[config.mk]
export PLATFORM = sky130hd
export DESIGN_NAME = aci_top
export DESIGN_NICKNAME = d
export VERILOG_FILES = /design/src/aci_pkg.sv /design/src/aci_top.sv
export SDC_FILE = /design/constraint.sdc
export NUM_CORES = 1
export LEC_CHECK = 0
export BUFFER_PORTS_ARGS = -buffer_cell sky130_fd_sc_hd__buf_2
export CORE_ASPECT_RATIO = 1.4
export CORE_UTILIZATION = 57
export DETAILED_ROUTE_END_ITERATION = 16
export GPL_ROUTABILITY_DRIVEN = 0
export PLACE_DENSITY = 0.9
export SYNTH_ARGS = -nofsm -noshare
export SYNTH_HDL_FRONTEND = slang
export SYNTH_SLANG_ARGS = --single-unit
[constraint.sdc]
create_clock -name sys_clk -period 6.5 [get_ports sys_clk]
set_input_delay 0.65 -clock sys_clk [delete_from_list [all_inputs] [get_ports sys_clk]]
set_output_delay 0.65 -clock sys_clk [all_outputs]
set_load 0.05 [all_outputs]
[src/aci_pkg.sv]
package aci_pkg;

    // ----------------------------------------
    // Sizes
    // ----------------------------------------
    localparam int NLINES = 4;
    localparam int AW = 8;
    localparam int DW = 32;
    localparam int RES_W = 16;
    localparam int STAT_W = 8;
    localparam int ACC_W = 5;

    // ----------------------------------------
    // Register byte offsets
    // ----------------------------------------
    localparam logic [AW-1:0] OFF_FLAG = 8'h00;
    localparam logic [AW-1:0] OFF_FLAG_CLR = 8'h04;
    localparam logic [AW-1:0] OFF_OVF = 8'h08;
    localparam logic [AW-1:0] OFF_OVF_CLR = 8'h0C;
    localparam logic [AW-1:0] OFF_SEL12 = 8'h10;
    localparam logic [AW-1:0] OFF_SEL34 = 8'h14;
    localparam logic [AW-1:0] OFF_CTL2 = 8'h18;
    localparam logic [AW-1:0] OFF_RESULT = 8'h1C;
    localparam logic [AW-1:0] OFF_IRQ_STAT = 8'h20;
    localparam logic [AW-1:0] OFF_IRQ_MASK = 8'h24;
    localparam logic [1:0] WORD_ALIGN = 2'h0;

    // ----------------------------------------
    // Field positions
    // ----------------------------------------
    localparam int CONT_A_BIT = 0;
    localparam int CONT_B_BIT = 1;
    localparam int PS_LSB = 0;
    localparam int PS_W = 4;
    localparam int LATE_BIT = 4;
    localparam int ST_OVF_LSB = 4;

    // ----------------------------------------
    // Reset values and divider constants
    // ----------------------------------------
    localparam logic [NLINES-1:0] RST_LINES = 4'h0;
    localparam logic [PS_W-1:0] RST_PS = 4'h0;
    localparam logic [STAT_W-1:0] RST_STAT = 8'h00;
    localparam logic [RES_W-1:0] RST_RESULT = 16'h0000;
    localparam logic [ACC_W-1:0] RST_ACC = 5'h00;
    localparam logic [ACC_W-1:0] DIV_STEP = 5'h02;
    localparam logic [ACC_W-1:0] DIV_BASE = 5'h02;
    localparam logic [PS_W-1:0] PS_DIV10 = 4'h0;
    localparam logic [PS_W-1:0] PS_DIV15 = 4'h1;
    localparam logic [1:0] RESP_OKAY = 2'h0;
    localparam logic [1:0] RESP_SLVERR = 2'h2;

    // ----------------------------------------
    // AXI4-Lite carriers
    // ----------------------------------------
    typedef struct packed {
        logic [AW-1:0] awaddr;
        logic awvalid;
        logic [DW-1:0] wdata;
        logic [3:0] wstrb;
        logic wvalid;
        logic bready;
        logic [AW-1:0] araddr;
        logic arvalid;
        logic rready;
    } aci_axi_req_t;

    typedef struct packed {
        logic awready;
        logic wready;
        logic bvalid;
        logic [1:0] bresp;
        logic arready;
        logic rvalid;
        logic [DW-1:0] rdata;
        logic [1:0] rresp;
    } aci_axi_rsp_t;

    localparam aci_axi_rsp_t RSP_RST = '{awready: 1'b1, wready: 1'b1, arready: 1'b1, default: '0};

endpackage

[src/aci_top.sv]
`timescale 1ns/1ns
`default_nettype none

// Notes on behaviour
// - Without continue bit, no new line pulse while its flag is set.
// - Flag set by an event wins over a same-cycle clear write.
// - With continue bit set, every event pulses the line regardless of flag.
// - Four continue bits; lines 1-2 in one select register, 3-4 in another.
// - Event on a line with flag already set raises its overflow flag.
// - Writing one to the flag-clear bit clears the flag; software rechecks overflow.
// - Overflow stays set until a one is written to overflow-clear.
// - Conv_clock_divider field 3:0 divides system clock by 1.0 to 8.5 in steps of 0.5.
// - Late mode pulse may precede result latch by one or more cycles.
module aci_top
    import aci_pkg::*;
(
    input wire logic sys_clk,
    input wire logic rst_n,
    input wire aci_axi_req_t axi_req,
    output var aci_axi_rsp_t axi_rsp,
    input wire logic [NLINES-1:0] eoc_event,
    input wire logic result_valid,
    input wire logic [RES_W-1:0] result_data,
    output logic [NLINES-1:0] conversion_irq,
    output logic converter_clock,
    output logic late_irq_mode,
    output logic irq
);

    // ----------------------------------------
    // Register bus, line and control state
    // ----------------------------------------
    logic aw_got, w_got, next_aw_got, next_w_got, wr_do;
    logic [AW-1:0] awaddr_q, next_awaddr;
    logic [DW-1:0] wdata_q, next_wdata;
    logic [3:0] wstrb_q, next_wstrb;
    aci_axi_rsp_t next_rsp;
    logic [NLINES-1:0] flag, pend, ovf, cont, next_flag, next_pend, next_ovf, next_cont, next_conv_irq;
    logic [NLINES-1:0] flag_clr, ovf_clr, busy, issue, ovf_set, flag_set, rv_all, late_all;
    logic [PS_W-1:0] conv_clock_divider, next_conv_clock_divider;
    logic [RES_W-1:0] result, next_result;
    logic [STAT_W-1:0] stat, mask, next_stat, next_mask;
    logic [ACC_W-1:0] acc, next_acc, div_n, div_sum;
    logic next_late, next_conv_clk, next_irq, wr_en;

    function automatic logic addr_ok(input logic [AW-1:0] a);
        addr_ok = (a[1:0] == WORD_ALIGN) && (a <= OFF_IRQ_MASK);
    endfunction

    function automatic logic [DW-1:0] rd_word(input logic [AW-1:0] a);
        rd_word = '0;
        case (a)
            OFF_FLAG: rd_word[NLINES-1:0] = flag;
            OFF_OVF: rd_word[NLINES-1:0] = ovf;
            OFF_SEL12:
            begin
                rd_word[CONT_A_BIT] = cont[0];
                rd_word[CONT_B_BIT] = cont[1];
            end
            OFF_SEL34:
            begin
                rd_word[CONT_A_BIT] = cont[2];
                rd_word[CONT_B_BIT] = cont[3];
            end
            OFF_CTL2:
            begin
                rd_word[PS_LSB +: PS_W] = conv_clock_divider;
                rd_word[LATE_BIT] = late_irq_mode;
            end
            OFF_RESULT: rd_word[RES_W-1:0] = result;
            OFF_IRQ_STAT: rd_word[STAT_W-1:0] = stat;
            OFF_IRQ_MASK: rd_word[STAT_W-1:0] = mask;
            default: rd_word = '0;
        endcase
    endfunction

    // ----------------------------------------
    // AXI4-Lite slave, one write and one read at a time
    // ----------------------------------------
    always_comb
    begin
        next_aw_got = aw_got;
        next_w_got = w_got;
        next_awaddr = awaddr_q;
        next_wdata = wdata_q;
        next_wstrb = wstrb_q;
        next_rsp = axi_rsp;
        wr_do = aw_got && w_got && !axi_rsp.bvalid;
        if (axi_req.awvalid && axi_rsp.awready)
        begin
            next_aw_got = 1'b1;
            next_awaddr = axi_req.awaddr;
            next_rsp.awready = 1'b0;
        end
        if (axi_req.wvalid && axi_rsp.wready)
        begin
            next_w_got = 1'b1;
            next_wdata = axi_req.wdata;
            next_wstrb = axi_req.wstrb;
            next_rsp.wready = 1'b0;
        end
        if (wr_do)
        begin
            next_aw_got = 1'b0;
            next_w_got = 1'b0;
            next_rsp.bvalid = 1'b1;
            next_rsp.bresp = addr_ok(awaddr_q) ? RESP_OKAY : RESP_SLVERR;
        end
        if (axi_rsp.bvalid && axi_req.bready)
        begin
            next_rsp.bvalid = 1'b0;
            next_rsp.awready = 1'b1;
            next_rsp.wready = 1'b1;
        end
        if (axi_req.arvalid && axi_rsp.arready)
        begin
            next_rsp.arready = 1'b0;
            next_rsp.rvalid = 1'b1;
            next_rsp.rdata = rd_word(axi_req.araddr);
            next_rsp.rresp = addr_ok(axi_req.araddr) ? RESP_OKAY : RESP_SLVERR;
        end
        if (axi_rsp.rvalid && axi_req.rready)
        begin
            next_rsp.rvalid = 1'b0;
            next_rsp.arready = 1'b1;
        end
    end

    always_ff @(posedge sys_clk or negedge rst_n)
    begin
        if (!rst_n)
        begin
            aw_got <= 1'b0;
            w_got <= 1'b0;
            awaddr_q <= '0;
            wdata_q <= '0;
            wstrb_q <= '0;
            axi_rsp <= RSP_RST;
        end
        else
        begin
            aw_got <= next_aw_got;
            w_got <= next_w_got;
            awaddr_q <= next_awaddr;
            wdata_q <= next_wdata;
            wstrb_q <= next_wstrb;
            axi_rsp <= next_rsp;
        end
    end

    // ----------------------------------------
    // Conversion lines, flags, divider
    // ----------------------------------------
    // Only byte lane 0 carries writable bits
    assign wr_en = wr_do && wstrb_q[0] && addr_ok(awaddr_q);
    assign flag_clr = (wr_en && awaddr_q == OFF_FLAG_CLR) ? wdata_q[NLINES-1:0] : RST_LINES;
    assign ovf_clr = (wr_en && awaddr_q == OFF_OVF_CLR) ? wdata_q[NLINES-1:0] : RST_LINES;
    assign rv_all = {NLINES{result_valid}};
    assign late_all = {NLINES{late_irq_mode}};
    // Pending counts as set so late mode cannot slip a second pulse through
    assign busy = flag | pend;
    assign issue = eoc_event & (cont | ~busy);
    assign ovf_set = eoc_event & busy;
    // Late mode holds the flag back until a result is latched after the event cycle
    assign flag_set = (pend & rv_all) | (eoc_event & ~late_all);
    assign div_n = DIV_BASE + {1'b0, conv_clock_divider};
    assign div_sum = acc + DIV_STEP;

    always_comb
    begin
        next_pend = (pend & ~rv_all) | (eoc_event & late_all);
        next_flag = (flag & ~flag_clr) | flag_set;
        next_ovf = (ovf & ~ovf_clr) | ovf_set;
        next_conv_irq = issue;
        next_cont = cont;
        next_conv_clock_divider = conv_clock_divider;
        next_late = late_irq_mode;
        next_mask = mask;
        next_stat = (stat & ~((wr_en && awaddr_q == OFF_IRQ_STAT) ? wdata_q[STAT_W-1:0] : RST_STAT));
        next_stat = next_stat | {ovf_set, issue};
        next_result = result_valid ? result_data : result;
        next_irq = |(stat & mask);
        if (wr_en)
        begin
            case (awaddr_q)
                OFF_SEL12:
                begin
                    next_cont[0] = wdata_q[CONT_A_BIT];
                    next_cont[1] = wdata_q[CONT_B_BIT];
                end
                OFF_SEL34:
                begin
                    next_cont[2] = wdata_q[CONT_A_BIT];
                    next_cont[3] = wdata_q[CONT_B_BIT];
                end
                OFF_CTL2:
                begin
                    next_conv_clock_divider = wdata_q[PS_LSB +: PS_W];
                    next_late = wdata_q[LATE_BIT];
                end
                OFF_IRQ_MASK: next_mask = wdata_q[STAT_W-1:0];
                default: next_mask = mask;
            endcase
        end
        // Fractional divider: ticks average 2 per (conv_clock_divider+2) cycles
        next_conv_clk = 1'b0;
        next_acc = div_sum;
        if (div_sum >= div_n)
        begin
            next_acc = div_sum - div_n;
            next_conv_clk = 1'b1;
        end
        // Restart resets phase only; this tick keeps the old ratio so divide by one never skips
        if (wr_en && awaddr_q == OFF_CTL2)
        begin
            next_acc = RST_ACC;
        end
    end

    always_ff @(posedge sys_clk or negedge rst_n)
    begin
        if (!rst_n)
        begin
            flag <= RST_LINES;
            pend <= RST_LINES;
            ovf <= RST_LINES;
            cont <= RST_LINES;
            conv_clock_divider <= RST_PS;
            late_irq_mode <= 1'b0;
            conversion_irq <= RST_LINES;
            result <= RST_RESULT;
            stat <= RST_STAT;
            mask <= RST_STAT;
            acc <= RST_ACC;
            converter_clock <= 1'b0;
            irq <= 1'b0;
        end
        else
        begin
            flag <= next_flag;
            pend <= next_pend;
            ovf <= next_ovf;
            cont <= next_cont;
            conv_clock_divider <= next_conv_clock_divider;
            late_irq_mode <= next_late;
            conversion_irq <= next_conv_irq;
            result <= next_result;
            stat <= next_stat;
            mask <= next_mask;
            acc <= next_acc;
            converter_clock <= next_conv_clk;
            irq <= next_irq;
        end
    end

    genvar i;
    generate
        for (i = 0; i < NLINES; i++)
        begin : g_chk

        end
    endgenerate
endmodule

`default_nettype wire

==> flow_metrics.env, run 1 <==
export IMPL_yosys_most_used_dff="dfrtp_1"
export IMPL_grt_max_degree=84
export IMPL_setup_violations=0
export IMPL_status="completed"
export IMPL_first_iter_violations=303
export IMPL_cts_resized=0
export IMPL_period_minus_slack_ps=2460
export IMPL_synth_seq_cells=106
export IMPL_antenna_left=0
export IMPL_fmax_ghz=0.406
export IMPL_core_area_mm2=0.00825
export IMPL_dp_hpwl_um=7620
export IMPL_rsz0062_at_grt="no"
export IMPL_start_util_pct=59.4
export IMPL_drt_wl_total_um=10500
export IMPL_grt_overflow_total=0
export IMPL_firstDrtPassIters=5
export IMPL_die_h_um=112
export IMPL_viasPerCell=5.88
export IMPL_synth_compound_area_share_pct=12.3
export IMPL_dieArea_mm2=0.00897
export IMPL_ctsHoldBuffers=0
export IMPL_fin_setup_tns_ps=0
export IMPL_min_path_type="primary input to asynchronous set/reset pin"
export IMPL_seq_area_mm2=0.00266
export IMPL_syn_instance_count=423
export IMPL_power_density_mw_per_mm2=360
export IMPL_grt_pass1_vias=3647
export IMPL_drive_gt1_share_pct=31.5
export IMPL_ir_drop_mv=0.267
export IMPL_worst_pin_slew_ps=1000
export IMPL_portBuffers=82
export IMPL_syn_to_final_growth_pct=14.9
export IMPL_min_period_over_period_pct=37.9
export IMPL_worst_path_max_fanout=7
export IMPL_synth_top_area_cell="dfrtp_1"
export IMPL_yosysWarnings=0
export IMPL_htreeDepth=3
export IMPL_slew_violations=0
export IMPL_synth_edf_count=0
export IMPL_startpoint_type="register"
export IMPL_multi_input_comb_area_mm2=0.00206
export IMPL_leakagePower_uw=0.00265
export IMPL_yosysMostFrequentCell="dfrtp_1"
export IMPL_max_slew_margin_pct=33.3
export IMPL_cts_buffers=9
export IMPL_clk_pin_slew_ps=70
export IMPL_cts_tree="yes"
export IMPL_post_cts_buffers=0
export IMPL_nNetsFinal=591
export IMPL_synth_xor_area_share_pct=1.07
export IMPL_ys_seq_area_share_pct=54.2
export IMPL_synth_simple_gate_area_share_pct=10.4
export IMPL_end_kind="register"
export IMPL_antenna_found_initial=0
export IMPL_fillers=592
export IMPL_num_vias=3585
export IMPL_path_class="register to register"
export IMPL_netlist_area_leader_share_pct=52.6
export IMPL_clockBufferDepth=2
export IMPL_avgSynthCellArea_um2=11.6
export IMPL_ios=128
export IMPL_maxCapViolations=0
export IMPL_root_buffer="clkbuf_16"
export IMPL_synthMuxAreaShare_pct=14.7
export IMPL_worstSkewPairLatency_ps=350
export IMPL_synth_adder_area_share_pct=2.20
export IMPL_post_drt_wl_per_cell_um=17.2
export IMPL_synthTopCellsByArea="dfrtp_1, mux2_2, buf_4"
export IMPL_gr_usage_all_layers_pct=25.3
export IMPL_finClkSkew_ps=12.4
export IMPL_yosysUniqueCellTypes=46
export IMPL_synthArstFlopShare_pct=100
export IMPL_crit_required_ps=6710
export IMPL_diodes=0
export IMPL_drc=0
export IMPL_final_core_util_pct=68.2
export IMPL_die_width_um=80.3
export IMPL_synth_top_family_by_area="multiplexers"
export IMPL_fp_row_count=39
export IMPL_worstPathArrival_ps=2670
export IMPL_grt_pass1_wl_um=17100
export IMPL_clock_sinks=106
export IMPL_synthTopCellsByCount="dfrtp_1, mux2_2, nand2_1, nor2_1, o21ai_0"
export IMPL_final_hold_violation_count=0
export IMPL_synth_cell_area_mm2=0.00490
-- layout by cell type, fill, tap and decap left out, types with 3 or more instances in the layout --
cell type  instances
nand2b_1           3
mux2_2            54
dfstp_2            3
a21boi_0           4
nor2b_1            7
a22o_1             8
conb_1            18
nand2_1           37
inv_1             15
a221o_1            4
xnor2_1            4
a21o_1            16
nor2_1            24
o21ai_0           22
nand3_1           13
ha_1               7
buf_2             81
a22oi_1            7
a31oi_1            3
a21oi_1           12
nor3_1             4
dfrtp_1          103
clkbuf_16          9
o21a_1             4
mux2i_1           11
-- routing by layer --
metal  GRT usage, %  vias up  share of wire (%)
met5              0        -                  0
met4           13.5        0                3.9
met3           4.26       39                5.9
met2           43.6      182                 53
met1           29.5     1730                 37
li1               -     1634                  -
-- final cells by class --
cell class,count,area share (%)
clock inverters,4,0.889
inverters,15,1.00
repair buffers,83,7.47
flip-flops and latches,106,47.2
well taps,102,2.27
multi-input cells,288,36.6
clock buffers,12,4.56
-- critical path, stage by stage (launching register included) --
cell and delay (ps):
dfrtp_1 500, ha_1 340, inv_1 40, ha_1 360
a21o_1 160, a31oi_1 50, o21ai_1 550, mux2i_1 270
nor2_1 60
-- power by group --
part	leakage (uW)	total, uW	internal, uW	switching [uW]
combinational	0.00120	574	240	333
clock	0.000145	549	319	230
sequential	0.00130	904	786	118
total	0.00265	2030	1350	681
-- registers in the layout, indices dropped and copies added (netlist names) --
name	count
acc	5
aw_got	1
awaddr_q	8
axi_rsp	23
cont	4
conv_clock_divider	4
conversion_irq	4
converter_clock	1
flag	4
irq	1
late_irq_mode	1
mask	8
ovf	4
pend	4
result	16
stat	8
w_got	1
wdata_q	8
wstrb_q	1
-- path summary, 6_finish.rpt --
path | startpoint | to | slack [ps] | cells past startpoint
hold reg to reg | axi_rsp[1] | axi_rsp[1] | 470 | 1
min in group sys_clk | axi_req[11] | axi_rsp[39] | 470 | 2
max in group asynchronous | rst_n | conversion_irq[2] | 5010 | 2
hold / removal | rst_n | converter_clock | 190 | 1
setup / recovery | conv_clock_divider[1] | acc[1] | 4040 | 8
setup reg to reg | conv_clock_divider[1] | acc[1] | 4040 | 8
-- per-stage QoR --
step	hold slack (ps)	instances	instance area [um2]	worst slack (ps)	power (uW)
2_1_floorplan	354	440	4960	4210	1330
3_3_place_gp	454	594	5320	3980	1440
3_5_place_dp	460	594	5320	3910	1480
4_1_cts	194	610	5630	4030	2040
5_1_grt	214	610	5630	3920	2130
6_report	192	610	5630	4040	2030
-- cells by family after synthesis --
logic type      after synthesis
flops                       106
simple gates                102
compound gates               89
mux                          65
buf+inv                      46
fa+ha+maj                     8
xor+xnor                      6
other cells                   1
No activity file was read; power rests on OpenSTA's default activity.
==> run 2: changes to the inputs <==
CORE_UTILIZATION = 53   (was 57)
PLACE_DENSITY = 0.85   (was 0.9)
clock period = 2.5 ns   (was 6.5 ns; I/O delays follow)
==> flow_metrics.env, run 2 (same netlist as run 1, synthesis figures left out) <==
export IMPL_worst_pin_slew_ps=757
export IMPL_globalRouteMet1Util_pct=27.8
export IMPL_post_drt_wl_per_cell_um=17.0
export IMPL_crit_chain="ha_1, inv_1, ha_1, a21o_1, a31oi_1, o21ai_1, buf_4, mux2i_1, nor2_1"
export IMPL_firstDrtPassIters=4
export IMPL_maxCapViolations=0
export IMPL_grt_overflow_total=0
export IMPL_ios=128
export IMPL_end_kind="register"
export IMPL_finClkSkew_ps=6.95
export IMPL_gr_usage_all_layers_pct=23.4
export IMPL_dp_cells=605
export IMPL_met2_usage_pct=41.4
export IMPL_diodes=0
export IMPL_grt_max_degree=60
export IMPL_first_iter_violations=262
export IMPL_power_density_mw_per_mm2=948
export IMPL_antenna_left=0
export IMPL_period_minus_slack_ps=2310
export IMPL_fin_cells=622
export IMPL_min_period_over_period_pct=92.4
export IMPL_fin_setup_tns_ps=0
export IMPL_final_core_util_pct=63.7
export IMPL_grt_busiest_layer="met2"
export IMPL_final_common_cell="dfrtp_1"
export IMPL_dp_worst_setup_slack_ps=337
export IMPL_critPathMaxStageDelay_ps=440
export IMPL_ir_drop_mv=0.780
export IMPL_viasPerCell=5.64
export IMPL_start_util_pct=54.6
export IMPL_leakagePower_uw=0.00270
export IMPL_critical_path_top_delay_family="adder cells"
export IMPL_grt_pass1_wl_um=17500
export IMPL_status="completed"
export IMPL_clk_pin_slew_ps=70
export IMPL_fillers=692
export IMPL_largest_reg_flops=23
export IMPL_setup_violations=0
export IMPL_nNetsFinal=598
export IMPL_num_vias=3511
export IMPL_syn_to_final_growth_pct=16.9
export IMPL_worstSkewPairLatency_ps=350
export IMPL_min_path_type="primary input to register"
export IMPL_root_buffer="clkbuf_16"
export IMPL_cts_buffers=9
export IMPL_drc=0
export IMPL_layout_common_cells="dfrtp_1, buf_2, mux2_2"
export IMPL_worstPathArrival_ps=2520
export IMPL_post_cts_buffers=0
export IMPL_grt_pass1_vias=3587
export IMPL_drt_wl_total_um=10600
export IMPL_path_class="register to register"
export IMPL_final_hold_violation_count=0
export IMPL_rsz0062_at_grt="no"
export IMPL_antenna_found_initial=0
export IMPL_setup_ws_ps=189
export IMPL_clockBufferDepth=2
export IMPL_final_area_mm2=0.00572
export IMPL_slowest_stage="dfrtp_1"
export IMPL_core_area_mm2=0.00898
export IMPL_fmax_ghz=0.433
export IMPL_slew_violations=0
export IMPL_htreeDepth=3
export IMPL_startpoint_type="register"
export IMPL_cts_tree="yes"
export IMPL_crit_required_ps=2710
export IMPL_portBuffers=82
export IMPL_die_width_um=83.2
export IMPL_clock_sinks=106
export IMPL_largest_register="axi_rsp"
export IMPL_dieArea_mm2=0.00963
export IMPL_worst_path_max_fanout=5
export IMPL_grtUsageMet3_pct=4.13
export IMPL_drive_gt1_share_pct=32.4
export IMPL_placed_area_mm2=0.00539
export IMPL_max_slew_margin_pct=49.5
export IMPL_critPathBufInv=2
export IMPL_dp_hpwl_um=7740
export IMPL_reg_top3="axi_rsp: 23 flops, result: 16 flops"
export IMPL_fp_row_count=41
export IMPL_die_h_um=116
export IMPL_crit_path_frequent_cell="ha_1"
-- run 2: cell types whose count changed in the layout (fill, tap and decap cells not counted) --
| cell | delta |
|---|---|
| clkinv_2 | +1 |
| dlygate4sd3_1 | +1 |
| buf_12 | +1 |
| inv_8 | +1 |
| clkbuf_8 | -1 |
| clkinvlp_4 | -1 |
| buf_4 | +5 |
| bufinv_16 | +1 |
| clkbuf_1 | -1 |
-- run 2: worst paths after layout --
check	startpoint	to	slack, ps	cells past startpoint
setup / recovery	conv_clock_divider[2]	acc[1]	190	9
min in group asynchronous	rst_n	awaddr_q[1]	510	2
hold / removal	axi_req[11]	axi_rsp[39]	60	2
max in group asynchronous	rst_n	result[3]	1260	3
hold reg to reg	axi_rsp[7]	axi_rsp[7]	470	2
setup reg to reg	conv_clock_divider[2]	acc[1]	190	9
-- run 2: what timing repair did --
action / CTS / global route
setup endpoints to repair: 0 / 0
hold endpoints to repair: 25 / 0
resized for setup: 0 / 0
hold buffers: 1 / 0
-- run 2: worst reg2reg max path, cell delays in order (launching register included) --
cell	delay, ps
dfrtp_1	440
ha_1	310
inv_1	40
ha_1	380
a21o_1	190
a31oi_1	50
o21ai_1	270
buf_4	210
mux2i_1	230
nor2_1	70
-- run 2: cell type report --
type	instances	area (um2)	area share (%)
timing repair buffer	90	488	8.53
sequential	106	2660	46.4
clock buffer	10	239	4.18
clock inverter	6	88.8	1.55
inverter	15	56.3	0.984
multi-input combinational	288	2060	36.0
tap	107	134	2.34
-- run 2: metrics by stage --
step	power (uW)	hold WS [ps]
finish	5420	57.7
CTS	5440	53.3
floorplan	3470	-45.6
global placement	3790	346
global route	5710	52.2
detailed placement	3880	364
-- run 2: layer usage --
layer	part of all wire (%)	vias up
li1	-	1648
met1	39	1719
met2	53	121
met3	5.3	23
met4	2.8	0
met5	0	-
-- run 2: power by group --
part	total [uW]	switching (uW)	leakage (uW)	internal [uW]
clock network	1540	630	0.000160	908
registers	2350	308	0.00130	2040
logic	1530	873	0.00124	661
==> run 3: changes to the inputs <==
ABC_AREA = 1   (was unset)
CORE_UTILIZATION = 54   (was 53)
PLACE_DENSITY = 0.86   (was 0.85)
==> flow_metrics.env, run 3 <==
export IMPL_fp_row_count=42
export IMPL_reg_top3="axi_rsp: 23 flops, result: 16 flops"
export IMPL_core_area_mm2=0.00941
export IMPL_firstDrtPassIters=5
export IMPL_dieArea_mm2=0.0100
export IMPL_end_kind="register"
export IMPL_dp_cells=791
export IMPL_path_class="register to register"
export IMPL_ys_seq_area_share_pct=51.0
export IMPL_wl_met1_um=4700
export IMPL_first_iter_violations=329
export IMPL_fillers=765
export IMPL_finalPower_uw=5670
export IMPL_post_cts_buffers=0
export IMPL_min_path_type="primary input to register"
export IMPL_drc=0
export IMPL_syn_instance_count=611
export IMPL_synthTopCellsByCount="nand2_1, dfrtp_1, inv_1, o21ai_0, nor2_1"
export IMPL_antenna_left=0
export IMPL_period_minus_slack_ps=2270
export IMPL_largest_register="axi_rsp"
export IMPL_nNetsFinal=781
export IMPL_fmax_ghz=0.441
export IMPL_gr_usage_all_layers_pct=24.9
export IMPL_portBuffers=82
export IMPL_htreeDepth=3
export IMPL_num_vias=4373
export IMPL_cts_buffers=9
export IMPL_largest_reg_flops=23
export IMPL_yosysMostFrequentCell="nand2_1"
export IMPL_crit_required_ps=2730
export IMPL_ir_drop_mv=0.583
export IMPL_ios=128
export IMPL_antenna_found_initial=0
export IMPL_yosys_most_used_dff="dfrtp_1"
export IMPL_worstPathArrival_ps=2500
export IMPL_synth_seq_cells=106
export IMPL_worstSkewPairLatency_ps=340
export IMPL_drive_gt1_share_pct=19.6
export IMPL_leakagePower_uw=0.00312
export IMPL_rsz0062_at_grt="no"
export IMPL_yosysUniqueCellTypes=41
export IMPL_die_width_um=85.0
export IMPL_clock_sinks=106
export IMPL_yosysWarnings=0
export IMPL_post_drt_wl_per_cell_um=14.6
export IMPL_min_period_over_period_pct=90.6
export IMPL_finClkSkew_ps=5.91
export IMPL_multi_input_comb_area_mm2=0.00207
export IMPL_setup_ws_ps=234
export IMPL_met3_wirelength_um=743
export IMPL_root_buffer="clkbuf_16"
export IMPL_rrSetupSlack_ps=230
export IMPL_worst_pin_slew_ps=659
export IMPL_grt_max_degree=53
export IMPL_startpoint_type="register"
export IMPL_netlist_area_leader_share_pct=49.5
export IMPL_seq_area_mm2=0.00266
export IMPL_clk_pin_slew_ps=70
export IMPL_slew_violations=0
export IMPL_viasPerCell=5.41
export IMPL_grt_pass1_wl_um=19500
export IMPL_maxCapViolations=0
export IMPL_synth_top_area_cell="dfrtp_1"
export IMPL_grt_overflow_total=0
export IMPL_synthTopCellsByArea="dfrtp_1, nand2_1, o21ai_0"
export IMPL_syn_to_final_growth_pct=14.6
export IMPL_synth_cell_area_mm2=0.00521
export IMPL_synth_edf_count=0
export IMPL_die_h_um=118
export IMPL_fin_cells=808
export IMPL_status="completed"
export IMPL_clockBufferDepth=2
export IMPL_worst_path_max_fanout=11
export IMPL_power_density_mw_per_mm2=950
export IMPL_max_slew_margin_pct=56.1
export IMPL_grt_pass1_vias=4176
export IMPL_final_common_cell="nand2_1"
export IMPL_wl_met2_um=5960
export IMPL_setup_violations=0
export IMPL_dp_hpwl_um=8540
export IMPL_cts_tree="yes"
export IMPL_final_hold_violation_count=0
export IMPL_fin_hold_ws_ps=77.3
export IMPL_layout_common_cells="nand2_1, dfrtp_1, inv_1"
export IMPL_highest_layer="met4"
export IMPL_start_util_pct=55.4
export IMPL_diodes=0
export IMPL_synthArstFlopShare_pct=100
export IMPL_avgSynthCellArea_um2=8.52
export IMPL_fin_setup_tns_ps=0
export IMPL_drt_wl_total_um=11800
export IMPL_dp_worst_setup_slack_ps=294
run 3: report_power, final:
part           leakage (uW)  switching (uW)  internal (uW)  total [uW]
Combinational       0.00168            1400            577        1980
Sequential          0.00129             154           2030        2180
Clock              0.000155             618            888        1510
run 3: worst paths after layout:
check                            startpoint          end  depth (start not counted)
worst min-delay path            axi_req[48]  axi_rsp[40]                          2
min in group asynchronous             rst_n  axi_rsp[34]                          2
max in group asynchronous             rst_n      stat[7]                          3
worst max register to register       acc[1]       acc[4]                         10
worst min register to register  axi_rsp[39]  axi_rsp[39]                          2
worst max-delay path                 acc[1]       acc[4]                         10
run 3: cells by family (layout without fill, tap and decap cells):
group           after synthesis  after routing  synth area share, %
compound gates              127            127                 15.0
xor+xnor                      6              6                 1.01
fa+ha+maj                     8              8                 2.07
buf+inv                     121            191                 10.4
flops                       106            106                 51.0
mux                           3              3                0.649
other cells                   1             18               0.0720
simple gates                239            239                 19.8
run 3: routing by layer:
| metal | track usage (%) | vias to the layer above |
|---|---|---|
| met4 | 12.0 | 0 |
| met3 | 4.96 | 37 |
| met2 | 42.0 | 189 |
| li1 | - | 2089 |
| met5 | 0 | - |
| met1 | 30.3 | 2058 |
run 3: cell type report:
type / count / area share [%]
Sequential cell: 106 / 44.5
Multi-Input combinational cell: 401 / 34.8
Timing Repair Buffer: 86 / 7.46
Inverter: 89 / 5.60
Clock buffer: 11 / 3.90
Tap cell: 110 / 2.31
Clock inverter: 5 / 1.45
run 3: worst max-delay path, cell delays in order (launching register included):
cell and delay [ps]:
dfrtp_1 400, ha_1 220, xnor2_1 160, inv_1 80, ha_1 380, nand4_1 110
or2_2 280, nand3_1 260, nand2_1 110, o21ai_1 110, nor2_1 50
run 3: what timing repair did:
item                                    4_1_cts  5_1_grt
hold buffers                                  1        0
endpoints found under the setup margin        0        1
endpoints found under the hold margin        12        0
resized for setup                             0        1
run 3: metrics by stage:
stage | util (%) | instance area [um2]
after detailed placement | 59.9 | 5640
final | 63.4 | 5970
after floorplan | - | 5270
after global routing | 63.4 | 5970
after global placement | 59.9 | 5640
after CTS | 63.4 | 5970
